$ cat src/ssb_pkg.sv
// package: register map, field positions, reset values and axi response codes
package ssb_pkg;
	// ============================================================
	// register map (byte addresses, one word each)
	localparam logic [5:0] OFF_STATUS   = 6'h00;
	localparam logic [5:0] OFF_CONTROL  = 6'h04;
	localparam logic [5:0] OFF_MODE     = 6'h08;
	localparam logic [5:0] OFF_DIVISOR1 = 6'h0c;
	localparam logic [5:0] OFF_DIVISOR2 = 6'h10;
	localparam logic [5:0] OFF_IRQ_STAT = 6'h14;
	localparam logic [5:0] OFF_IRQ_MASK = 6'h18;
	localparam logic [5:0] OFF_RXDATA   = 6'h1c;
	localparam logic [5:0] OFF_TXDATA   = 6'h20;
	// ============================================================
	// status fields
	localparam int BIT_TRANSMIT_EMPTY_FLAG  = 7;
	localparam int BIT_RECEIVE_FULL_FLAG  = 6;
	localparam int BIT_PER   = 3;
	localparam int BIT_TRANSMIT_END_FLAG  = 2;
	localparam int BIT_MPRX  = 1;
	localparam int BIT_MPTX  = 0;
	// control fields
	localparam int BIT_TE    = 5;
	localparam int BIT_RE    = 4;
	// mode fields
	localparam int BIT_SYNC  = 7;
	localparam int BIT_PAREN = 5;
	localparam int BIT_ODD   = 4;
	localparam int BIT_MP    = 2;
	localparam int BIT_CKS_HI = 1;
	localparam int BIT_CKS_LO = 0;
	// ============================================================
	// reset values
	localparam logic [7:0] RST_STATUS  = 8'h84;
	localparam logic [7:0] RST_DIVISOR = 8'hff;
	localparam logic [7:0] RST_ZERO    = 8'h00;
	// interrupt bits: 0 parity error, 1 transmit end, 2 receive full
	localparam int IRQ_W = 3;
	// async: 64 x 2^(2n-1) = 32 x 4^n clocks per bit; the prescaler gives the 4^n
	localparam int ASYNC_TICKS = 32;
	localparam logic [1:0] AXI_OKAY   = 2'b00;
	localparam logic [1:0] AXI_SLVERR = 2'b10;
endpackage : ssb_pkg

$ cat src/ssb_rate_gen.sv
// bit-rate generator: prescaler chosen by two select bits, then divisor+1
module ssb_rate_gen
	import ssb_pkg::*;
(
	input  wire logic       clk_sys_i,
	input  wire logic       rst_n_i,
	input  wire logic [1:0] prescale_i,
	input  wire logic [7:0] divisor_i,
	output logic            tick_o
);
	typedef struct packed {
		logic [5:0] pre;
		logic [7:0] cnt;
		logic       tick;
	} ssb_rate_t;
	ssb_rate_t s, next_s;
	logic pre_hit;

	always_comb begin
		next_s = s;
		next_s.tick = 1'b0;
		// prescale 1, 4, 16, 64 system clocks
		unique case (prescale_i)
			2'd0: pre_hit = 1'b1;
			2'd1: pre_hit = (s.pre[1:0] == 2'h3);
			2'd2: pre_hit = (s.pre[3:0] == 4'hf);
			2'd3: pre_hit = (s.pre == 6'h3f);
		endcase
		next_s.pre = s.pre + 6'h01;
		if (pre_hit) begin
			next_s.pre = 6'h00;
			// divisor+1 prescaled clocks per base tick
			if (s.cnt >= divisor_i) begin
				next_s.cnt  = 8'h00;
				next_s.tick = 1'b1;
			end else begin
				next_s.cnt = s.cnt + 8'h01;
			end
		end
	end

	always_ff @(posedge clk_sys_i) begin
		if (!rst_n_i)
			s <= '0;
		else
			s <= next_s;
	end
	assign tick_o = s.tick;
endmodule : ssb_rate_gen

$ cat src/ssb_channel.sv
// serial channel core: status flags, divisors, tx/rx engines, axi4-lite slave
//
// Overview of operation
// - parity mismatch on receive sets parity error
// - bad parity still stores byte, no full flag
// - parity error halts receive; sync halts transmit too
// - parity error clears: reset/standby or read-then-zero
// - receive enable off keeps parity error; resets zero
// - last bit out with empty set: transmit end
// - transmit end one on reset, standby, enable off
// - transmit end clears on empty-clear or dma write
// - transmit end read-only, writes ignored
// - multiprocessor receive bit captured, read-only
// - receive enable off keeps multiprocessor bit
// - multiprocessor tx bit only in async mp
// - bit rate from divisor and prescale select
// - divisor always accessible, ones on reset/standby
// - two rate generators, independent divisors, chan_sel_i picks one
// - good byte sets receive full flag
module ssb_channel
	import ssb_pkg::*;
(
	input  wire logic        clk_sys_i,
	input  wire logic        rst_n_i,
	input  wire logic        standby_i,
	input  wire logic        chan_sel_i,
	input  wire logic        rxd_i,
	output logic             txd_o,
	input  wire logic        dma_tx_wr_i,
	input  wire logic [7:0]  dma_tx_data_i,
	output logic             irq_o,
	input  wire logic [31:0] s_axi_awaddr,
	input  wire logic        s_axi_awvalid,
	output logic             s_axi_awready,
	input  wire logic [31:0] s_axi_wdata,
	input  wire logic [3:0]  s_axi_wstrb,
	input  wire logic        s_axi_wvalid,
	output logic             s_axi_wready,
	output logic [1:0]       s_axi_bresp,
	output logic             s_axi_bvalid,
	input  wire logic        s_axi_bready,
	input  wire logic [31:0] s_axi_araddr,
	input  wire logic        s_axi_arvalid,
	output logic             s_axi_arready,
	output logic [31:0]      s_axi_rdata,
	output logic [1:0]       s_axi_rresp,
	output logic             s_axi_rvalid,
	input  wire logic        s_axi_rready
);
	typedef enum logic [2:0] {
		TX_IDLE = 3'b001,
		TX_SHIFT = 3'b010,
		TX_STOP = 3'b100
	} ssb_tx_t;
	typedef enum logic [2:0] {
		RX_IDLE = 3'b001,
		RX_SHIFT = 3'b010,
		RX_DONE = 3'b100
	} ssb_rx_t;

	typedef struct packed {
		logic [7:0]        status;
		logic [7:0]        control;
		logic [7:0]        mode;
		logic [1:0][7:0]   divisor;
		logic [IRQ_W-1:0]  irq_stat;
		logic [IRQ_W-1:0]  irq_mask;
		logic [7:0]        tx_byte;
		logic [7:0]        rx_byte;
		logic              per_seen;
		logic              transmit_empty_flag_seen;
		ssb_tx_t           tx_st;
		logic [10:0]       tx_sh;
		logic [3:0]        tx_cnt;
		logic [5:0]        tx_ph;
		ssb_rx_t           rx_st;
		logic [10:0]       rx_sh;
		logic [3:0]        rx_cnt;
		logic [5:0]        rx_ph;
		logic              txd;
		logic              irq;
		logic              awready;
		logic              wready;
		logic              bvalid;
		logic [1:0]        bresp;
		logic              arready;
		logic              rvalid;
		logic [31:0]       rdata;
		logic [1:0]        rresp;
		logic [5:0]        awaddr;
		logic              aw_have;
		logic [31:0]       wdata;
		logic              w_have;
	} ssb_state_t;
	ssb_state_t s, next_s;

	logic [1:0] tick;
	logic       rtick;
	logic       sync_mode;
	logic       mp_on;
	logic       par_on;
	logic [3:0] frame_len;
	logic       do_wr;
	logic       do_rd;
	logic       ok_wr;
	logic [31:0] rd_val;
	logic       rx_par;
	logic       rx_mp;
	logic [7:0] rx_data;

	// ============================================================
	// two independent rate generators
	for (genvar g = 0; g < 2; g++) begin : g_rate
		ssb_rate_gen u_rate (
			.clk_sys_i  (clk_sys_i),
			.rst_n_i    (rst_n_i),
			.prescale_i ({s.mode[BIT_CKS_HI], s.mode[BIT_CKS_LO]}),
			.divisor_i  (s.divisor[g]),
			.tick_o     (tick[g])
		);
	end
	assign rtick = tick[chan_sel_i];

	// ============================================================
	// frame format
	always_comb begin
		sync_mode = s.mode[BIT_SYNC];
		mp_on     = s.mode[BIT_MP] && !sync_mode;
		par_on    = s.mode[BIT_PAREN] && !sync_mode && !mp_on;
		// data bits + optional parity/mp bit + stop
		frame_len = 4'd9 + {3'd0, (par_on || mp_on)};
		// frame_len+1 samples land in the top of rx_sh, start bit lowest
		rx_data   = (par_on || mp_on) ? s.rx_sh[8:1] : s.rx_sh[9:2];
		rx_par    = s.rx_sh[9];
		rx_mp     = s.rx_sh[9];
	end

	// ============================================================
	// register access
	always_comb begin
		do_wr = s.aw_have && s.w_have && !s.bvalid;
		do_rd = s_axi_arvalid && s.arready;
		ok_wr = 1'b1;
		unique case (s.awaddr)
			OFF_STATUS, OFF_CONTROL, OFF_MODE, OFF_DIVISOR1, OFF_DIVISOR2,
			OFF_IRQ_STAT, OFF_IRQ_MASK, OFF_TXDATA, OFF_RXDATA: ok_wr = 1'b1;
			default: ok_wr = 1'b0;
		endcase
		rd_val = 32'h0;
		unique case (s_axi_araddr[5:0])
			OFF_STATUS:   rd_val = {24'h0, s.status};
			OFF_CONTROL:  rd_val = {24'h0, s.control};
			OFF_MODE:     rd_val = {24'h0, s.mode};
			OFF_DIVISOR1: rd_val = {24'h0, s.divisor[0]};
			OFF_DIVISOR2: rd_val = {24'h0, s.divisor[1]};
			OFF_IRQ_STAT: rd_val = {29'h0, s.irq_stat};
			OFF_IRQ_MASK: rd_val = {29'h0, s.irq_mask};
			OFF_RXDATA:   rd_val = {24'h0, s.rx_byte};
			OFF_TXDATA:   rd_val = {24'h0, s.tx_byte};
			default:      rd_val = 32'h0;
		endcase
	end

	// ============================================================
	// next state
	always_comb begin
		next_s = s;
		// axi handshakes
		if (s_axi_awvalid && s.awready) begin
			next_s.awaddr  = s_axi_awaddr[5:0];
			next_s.aw_have = 1'b1;
		end
		if (s_axi_wvalid && s.wready) begin
			next_s.wdata  = s_axi_wdata;
			next_s.w_have = 1'b1;
		end
		next_s.awready = !next_s.aw_have;
		next_s.wready  = !next_s.w_have;
		if (s.bvalid && s_axi_bready)
			next_s.bvalid = 1'b0;
		if (s.rvalid && s_axi_rready)
			next_s.rvalid = 1'b0;
		next_s.arready = !next_s.rvalid && !do_rd;
		if (do_rd) begin
			next_s.rvalid = 1'b1;
			next_s.rdata  = rd_val;
			next_s.rresp  = (s_axi_araddr[5:0] > OFF_TXDATA ||
				s_axi_araddr[1:0] != 2'b00) ? AXI_SLVERR : AXI_OKAY;
			// arm read-then-zero clears only on a one seen
			if (s_axi_araddr[5:0] == OFF_STATUS) begin
				next_s.per_seen  = s.status[BIT_PER];
				next_s.transmit_empty_flag_seen = s.status[BIT_TRANSMIT_EMPTY_FLAG];
			end
		end

		if (do_wr) begin
			next_s.aw_have = 1'b0;
			next_s.w_have  = 1'b0;
			next_s.awready = 1'b1;
			next_s.wready  = 1'b1;
			next_s.bvalid  = 1'b1;
			next_s.bresp   = ok_wr ? AXI_OKAY : AXI_SLVERR;
			if (s_axi_wstrb[0]) begin
				unique case (s.awaddr)
					OFF_STATUS: begin
						if (s.per_seen && !s.wdata[BIT_PER]) begin
							next_s.status[BIT_PER] = 1'b0;
							next_s.per_seen = 1'b0;
						end
						if (s.transmit_empty_flag_seen && !s.wdata[BIT_TRANSMIT_EMPTY_FLAG]) begin
							next_s.status[BIT_TRANSMIT_EMPTY_FLAG] = 1'b0;
							next_s.status[BIT_TRANSMIT_END_FLAG] = 1'b0;
							next_s.transmit_empty_flag_seen = 1'b0;
						end
						// transmit_end_flag, mp rx bit ignore writes
						next_s.status[BIT_MPTX] = s.wdata[BIT_MPTX];
					end
					OFF_CONTROL: begin
						next_s.control = s.wdata[7:0];
						if (!s.wdata[BIT_TE])
							next_s.status[BIT_TRANSMIT_END_FLAG] = 1'b1;
						// receive enable off leaves per and mp rx
					end
					OFF_MODE:     next_s.mode = s.wdata[7:0];
					OFF_DIVISOR1: next_s.divisor[0] = s.wdata[7:0];
					OFF_DIVISOR2: next_s.divisor[1] = s.wdata[7:0];
					OFF_IRQ_STAT: next_s.irq_stat = s.irq_stat & ~s.wdata[IRQ_W-1:0];
					OFF_IRQ_MASK: next_s.irq_mask = s.wdata[IRQ_W-1:0];
					OFF_TXDATA:   next_s.tx_byte = s.wdata[7:0];
					default: ;
				endcase
			end
		end

		// dma write of transmit byte clears empty and end
		if (dma_tx_wr_i) begin
			next_s.tx_byte = dma_tx_data_i;
			next_s.status[BIT_TRANSMIT_EMPTY_FLAG] = 1'b0;
			next_s.status[BIT_TRANSMIT_END_FLAG] = 1'b0;
		end

		// transmitter: sync mode halts on parity error
		if (rtick) begin
			next_s.tx_ph = s.tx_ph + 6'h01;
			if (s.tx_ph == 6'(ASYNC_TICKS - 1) || sync_mode) begin
				next_s.tx_ph = 6'h00;
				unique case (s.tx_st)
					TX_IDLE: begin
						if (s.control[BIT_TE] && !s.status[BIT_TRANSMIT_EMPTY_FLAG] &&
							!(sync_mode && s.status[BIT_PER])) begin
							// mp bit appended only in async mp
							next_s.tx_sh = {1'b1,
								mp_on ? s.status[BIT_MPTX] : (s.mode[BIT_ODD] ^ ^s.tx_byte),
								s.tx_byte, 1'b0};
							if (!(par_on || mp_on))
								next_s.tx_sh[9] = 1'b1;
							next_s.status[BIT_TRANSMIT_EMPTY_FLAG] = 1'b1;
							next_s.status[BIT_TRANSMIT_END_FLAG] = 1'b0;
							next_s.tx_cnt = 4'd0;
							next_s.tx_st  = TX_SHIFT;
						end
					end
					TX_SHIFT: begin
						next_s.txd   = s.tx_sh[0];
						next_s.tx_sh = {1'b1, s.tx_sh[10:1]};
						next_s.tx_cnt = s.tx_cnt + 4'd1;
						if (s.tx_cnt == frame_len)
							next_s.tx_st = TX_STOP;
					end
					TX_STOP: begin
						next_s.txd   = 1'b1;
						next_s.tx_st = TX_IDLE;
						if (s.status[BIT_TRANSMIT_EMPTY_FLAG]) begin
							next_s.status[BIT_TRANSMIT_END_FLAG] = 1'b1;
							next_s.irq_stat[1] = 1'b1;
						end
					end
				endcase
			end
		end

		// receiver: mid-bit sampling, halted while parity error set
		if (rtick) begin
			next_s.rx_ph = s.rx_ph + 6'h01;
			unique case (s.rx_st)
				RX_IDLE: begin
					next_s.rx_ph = 6'h00;
					if (s.control[BIT_RE] && !s.status[BIT_PER] && !rxd_i) begin
						next_s.rx_cnt = 4'd0;
						next_s.rx_st  = RX_SHIFT;
					end
				end
				RX_SHIFT: begin
					if (s.rx_ph == 6'(ASYNC_TICKS / 2 - 1)) begin
						next_s.rx_sh  = {rxd_i, s.rx_sh[10:1]};
						next_s.rx_cnt = s.rx_cnt + 4'd1;
						if (s.rx_cnt == frame_len)
							next_s.rx_st = RX_DONE;
					end
					if (s.rx_ph == 6'(ASYNC_TICKS - 1))
						next_s.rx_ph = 6'h00;
				end
				RX_DONE: begin
					next_s.rx_st = RX_IDLE;
					// align: frame shifted in lsb-first from the top
					next_s.rx_byte = rx_data;
					if (mp_on)
						next_s.status[BIT_MPRX] = rx_mp;
					if (par_on && (^rx_data ^ rx_par) != s.mode[BIT_ODD]) begin
						next_s.status[BIT_PER] = 1'b1;
						next_s.irq_stat[0] = 1'b1;
					end else begin
						next_s.status[BIT_RECEIVE_FULL_FLAG] = 1'b1;
						next_s.irq_stat[2] = 1'b1;
					end
				end
				default: next_s.rx_st = RX_IDLE;
			endcase
		end
		// a byte landing in the same cycle keeps the full flag if irq bit 2 was clear: set wins
		if (do_rd && s_axi_araddr[5:0] == OFF_RXDATA && !(next_s.irq_stat[2] && !s.irq_stat[2]))
			next_s.status[BIT_RECEIVE_FULL_FLAG] = 1'b0;
		next_s.irq = |(next_s.irq_stat & next_s.irq_mask);
	end

	// ============================================================
	// state register; standby acts like reset on flags and divisors
	always_ff @(posedge clk_sys_i) begin
		if (!rst_n_i) begin
			s          <= '0;
			s.status   <= RST_STATUS;
			s.divisor  <= {RST_DIVISOR, RST_DIVISOR};
			s.tx_st    <= TX_IDLE;
			s.rx_st    <= RX_IDLE;
			s.txd      <= 1'b1;
			s.awready  <= 1'b1;
			s.wready   <= 1'b1;
			s.arready  <= 1'b1;
		end else begin
			s <= next_s;
			if (standby_i) begin
				s.status  <= RST_STATUS;
				s.divisor <= {RST_DIVISOR, RST_DIVISOR};
				s.tx_st   <= TX_IDLE;
				s.rx_st   <= RX_IDLE;
			end
		end
	end

	assign txd_o         = s.txd;
	assign irq_o         = s.irq;
	assign s_axi_awready = s.awready;
	assign s_axi_wready  = s.wready;
	assign s_axi_bvalid  = s.bvalid;
	assign s_axi_bresp   = s.bresp;
	assign s_axi_arready = s.arready;
	assign s_axi_rvalid  = s.rvalid;
	assign s_axi_rdata   = s.rdata;
	assign s_axi_rresp   = s.rresp;

	// ============================================================
	// checks
	a_divisor_reset: assert property (@(posedge clk_sys_i)
		!rst_n_i |=> s.divisor[0] == RST_DIVISOR && s.divisor[1] == RST_DIVISOR)
		else $error("divisor not all ones after reset");
	a_transmit_end_flag_te_off: assert property (@(posedge clk_sys_i) disable iff (!rst_n_i)
		do_wr && s.awaddr == OFF_CONTROL && s_axi_wstrb[0] && !s.wdata[BIT_TE]
		&& !dma_tx_wr_i && !standby_i |=> s.status[BIT_TRANSMIT_END_FLAG])
		else $error("transmit end not set on enable off");
	a_per_no_full: assert property (@(posedge clk_sys_i) disable iff (!rst_n_i)
		$rose(s.status[BIT_PER]) |-> !$rose(s.status[BIT_RECEIVE_FULL_FLAG]))
		else $error("full flag set with parity error");
	a_per_holds: assert property (@(posedge clk_sys_i) disable iff (!rst_n_i)
		s.status[BIT_PER] && !standby_i && !(do_wr && s.awaddr == OFF_STATUS)
		|=> s.status[BIT_PER])
		else $error("parity error dropped without clear");
	a_rx_halt: assert property (@(posedge clk_sys_i) disable iff (!rst_n_i)
		s.status[BIT_PER] && s.rx_st == RX_IDLE |=> s.rx_st == RX_IDLE)
		else $error("receiver restarted with parity error");
	a_transmit_end_flag_ro: assert property (@(posedge clk_sys_i) disable iff (!rst_n_i)
		$fell(s.status[BIT_TRANSMIT_END_FLAG]) |-> $past(dma_tx_wr_i) || $past(do_wr)
		|| $past(s.tx_st) == TX_IDLE)
		else $error("transmit end cleared without cause");
	a_mprx_ro: assert property (@(posedge clk_sys_i) disable iff (!rst_n_i)
		$changed(s.status[BIT_MPRX]) |-> $past(s.rx_st) == RX_DONE || $past(standby_i))
		else $error("mp receive bit changed outside capture");
	a_irq_level: assert property (@(posedge clk_sys_i) disable iff (!rst_n_i)
		##1 irq_o == |($past(next_s.irq_stat & next_s.irq_mask)))
		else $error("interrupt level mismatch");
endmodule : ssb_channel

$ cat config.mk
export PLATFORM = sky130hd
export DESIGN_NAME = ssb_channel
export DESIGN_NICKNAME = d
export VERILOG_FILES = /design/src/ssb_pkg.sv /design/src/ssb_rate_gen.sv /design/src/ssb_channel.sv
export SDC_FILE = /design/constraint.sdc
export NUM_CORES = 1
export LEC_CHECK = 0
export BUFFER_PORTS_ARGS = -buffer_cell sky130_fd_sc_hd__buf_2
export CORE_MARGIN = 3
export CORE_UTILIZATION = 30
export DETAILED_ROUTE_END_ITERATION = 10
export PLACE_DENSITY = 0.51
export SYNTH_ARGS = -nofsm -noshare
export SYNTH_HDL_FRONTEND = slang
export SYNTH_SLANG_ARGS = --single-unit
$ cat constraint.sdc
create_clock -name clk_sys_i -period 4.4 [get_ports clk_sys_i]
set_input_delay 0.88 -clock clk_sys_i [delete_from_list [all_inputs] [get_ports clk_sys_i]]
set_output_delay 0.88 -clock clk_sys_i [all_outputs]
set_load 0.02 [all_outputs]
==> results by group <==
Setup path
  – Crit path required time: about 4.8 ns
  – Arr. time, crit path: between 2 and 3 ns
  – CP startpoint kind: primary input
  – CP Capture Type: register
  – Worst-path fanout max: 10
  – Worst Path Class, Setup: in2reg
  – Worst reg2reg path depth: 6

Floorplan
  – Core Footprint: approximately 28,000 sq um
  – Die ar.: just over 30,000 sq um
  – Die width: 175 um
  – I/O Pins: about 160
  – Initial Util: 30.6%
  – Die Y: roughly 170 um
  – FP Rows: between 60 and 70

Synth
  – Compound-Gate Fraction of Synth Area: between 10% and 20%
  – Synth top cells by count: 172 x dfxtp_1, 156 x nand2_1, 103 x nor2_1
  – Ranking of synthesized cells by area: dfxtp_1 40%, nand2_1 6.8%, mux2i_1 4.8%
  – XOR/XNOR share of the synthesized area: under 10%
  – Syn Inst Count: slightly above 1,000
  – Biggest area consumer among synthesized cells: dfxtp_1
  – Synth Area in Simple Gates: 24.1%
  – Post-synthesis mux area share: under 10%
  – Main combinational cell family by area after synthesis: simple AND/OR/NAND/NOR gates
  – Adder-cell area share of the yosys netlist: 3.51%
  – Fraction of registers with async set/reset: 0%
  – Top cell type's share of synthesized area: about 40%
  – Post-synth top flop: dfxtp_1
  – Avg Cell Area, Syn: 8.43 sq um
  – Number of synthesis warnings: 0
  – Post-synth EDFFs: 0
  – Synthesized cell area: approximately 8600 sq um
  – Seq cells post-synth: approximately 170
  – Netlist cell types: between 70 and 80
  – Register area share after synthesis: roughly 40%
  – Count leader, synth: dfxtp_1

Clock network
  – Root Driver: clkbuf_16
  – Post-CTS setup repair buffer count: 0
  – Hold buffer count at cts: 0
  – # clock sinks: between 150 and 200
  – TritonCTS Buffers: 17
  – Worst-Skew Late Latency: about 0.43 ns
  – Resized Gates After CTS: 0
  – CTS tree: yes
  – Number of H-tree levels: 4
  – Clock slew seen by the registers of the worst setup and hold paths: 0.07 ns
  – Clock Path Buffers: 2

Pwr
  – PwrDens: around 350 nW/um^2
  – Leak pwr: about 4 nW
  – Peak supply drop: approximately 0.21 mV

GRT
  – First-pass GRT wire length: around 37,000 um
  – Largest net degree at the start of global routing: 39
  – Antenna violations before repair: 0
  – Number of global-route vias before repair: around 6,600
  – Total GRT Usage: approximately 15%
  – Grt ovf: 0

Placement
  – Routability-driven placement congestion ratio: approximately 0.85
  – PortBufs: 56
  – DP HPWL: between 15,000 and 20,000 um

Run status
  – Outcome: finished, final reports clean

Finish
  – Layout area overhead: 12.6%
  – Ant diodes: 0
  – Layout cells sized above 1: between 10% and 20%
  – Layout fillers: 2,912
  – Final nets: 1,184

Detailed routing
  – Routed Antenna Nets: 0
  – Vias per std cell: ~5.0
  – Drt pass-1 iters: 5
  – Vias: just over 7,000
  – Drt wl/cell: 16.2 um
  – Drt total wl: around 23,000 um
  – DR DRC count: 0
  – Initial DRC Count: about 510

Min path
  – HP Class: reg2reg
  – WHS Path Cells: 1

STA
  – Hold Violations, Final: 0
  – Peak Freq: about 0.40 GHz
  – Hold Slack: approximately 0.44 ns
  – Minimum clock period: ~2.5 ns
  – Max-slew headroom: between 30% and 40%
  – Worst Tran Pin Value: roughly 1.0 ns
  – Final setup TNS: 0 ns
  – Clk_skew: 0.00925 ns
  – Fin crit share: ~57%
  – RSZ-0062 raised after global routing: no
  – Finish-stage setup viols: 0
  – Final slew viol count: 0

Flow run
  – Max cap viols: 0
## power by group
| group | total, W | internal (W) | switching, W |
|---|---|---|---|
| logic | 0.000202 | 0.0000719 | 0.000130 |
| registers | 0.00163 | 0.00158 | 0.0000491 |
| clock network | 0.00156 | 0.000894 | 0.000663 |
## per-stage QoR
| stage | utilization [%] | power, W | setup WS, ns | instances | area [sq um] |
|---|---|---|---|---|---|
| after floorplan | - | 0.00180 | 2.03 | 1040 | 8650 |
| after global placement | 32.4 | 0.00187 | 1.48 | 1400 | 9040 |
| after detailed placement | 32.4 | 0.00187 | 1.53 | 1400 | 9040 |
| after CTS | 34.5 | 0.00342 | 1.98 | 1432 | 9640 |
| after global routing | 34.5 | 0.00351 | 1.74 | 1432 | 9640 |
| final | 34.5 | 0.00339 | 1.91 | 1432 | 9640 |
## cells in the final DEF (no fill, tap or decap), drive strengths merged, types with 5 or more instances in the layout
master / instances
clkbuf: 18
xor2: 15
o211ai: 5
and2: 8
a311oi: 17
and3: 14
a31o: 9
xnor2: 21
a21oi: 71
a22oi: 7
a22o: 8
or2: 5
dfxtp: 172
nand4: 10
conb: 26
nor3b: 9
nand3: 61
nor2b: 7
mux2i: 41
nand2b: 12
o21ai: 18
a222oi: 8
ha: 24
nor3: 12
nand2: 156
buf: 67
o22ai: 13
inv: 31
nor4: 8
nor2: 104
clkinvlp: 7
## path summary, 6_finish.rpt
kind              slack [ns]               endpoint             startpoint
setup / recovery        1.91         s_axi_rdata[0]        s_axi_araddr[4]
hold / removal          0.44  g_rate[0].u_rate.s[9]  g_rate[0].u_rate.s[9]
setup reg to reg        2.06                  irq_o                  s[37]
hold reg to reg         0.44  g_rate[0].u_rate.s[9]  g_rate[0].u_rate.s[9]
## cell families (layout without fill, tap and decap cells)
| logic type | Yosys count | in the layout |
|---|---|---|
| compound gates | 196 | 196 |
| mux | 45 | 45 |
| fa+ha+maj | 24 | 24 |
| buf+inv | 115 | 129 |
| xor+xnor | 38 | 38 |
| simple gates | 424 | 424 |
| flops | 172 | 172 |
| other cells | 1 | 26 |
## state kept, by name (all words and copies together), names as in the netlist
| signal | cells |
|---|---|
| rx_mp | 1 |
| s_axi_awready | 1 |
| g_rate.u_rate.tick_o | 2 |
| s_axi_rvalid | 1 |
| txd_o | 1 |
| s_axi_bvalid | 1 |
| s_axi_rdata | 8 |
| irq_o | 1 |
| s_axi_wready | 1 |
| s_axi_arready | 1 |
| g_rate.u_rate.s | 28 |
| s | 124 |
| s_axi_bresp | 1 |
| s_axi_rresp | 1 |
## final cells by class
type	count	area [sq um]	share of cell area (%)
Clock buffer	18	429	4.45
Sequential cell	172	3440	35.7
Timing Repair Buffer	67	363	3.76
Tap cell	378	473	4.91
Inverter	30	114	1.18
Clock inverter	14	170	1.77
Multi-Input combinational cell	753	4650	48.2
## worst max-delay path: stages
cell	delay [ns]
buf_2	0.29
nand2b_1	0.17
nor3_1	0.80
a221oi_1	0.26
a31o_2	0.32
a21oi_1	0.12
## metal layers
layer / track usage (%) / vias up / routed length (um) / part of all wire, %
li1: - / 3574 / - / -
met1: 22.8 / 3336 / 12000 / 52
met2: 22.4 / 171 / 9760 / 42
met3: 3.24 / 18 / 1230 / 5.3
met4: 3.13 / 0 / 201 / 0.87
met5: 0 / - / 0 / 0
No activity file was read; power rests on OpenSTA's default activity.
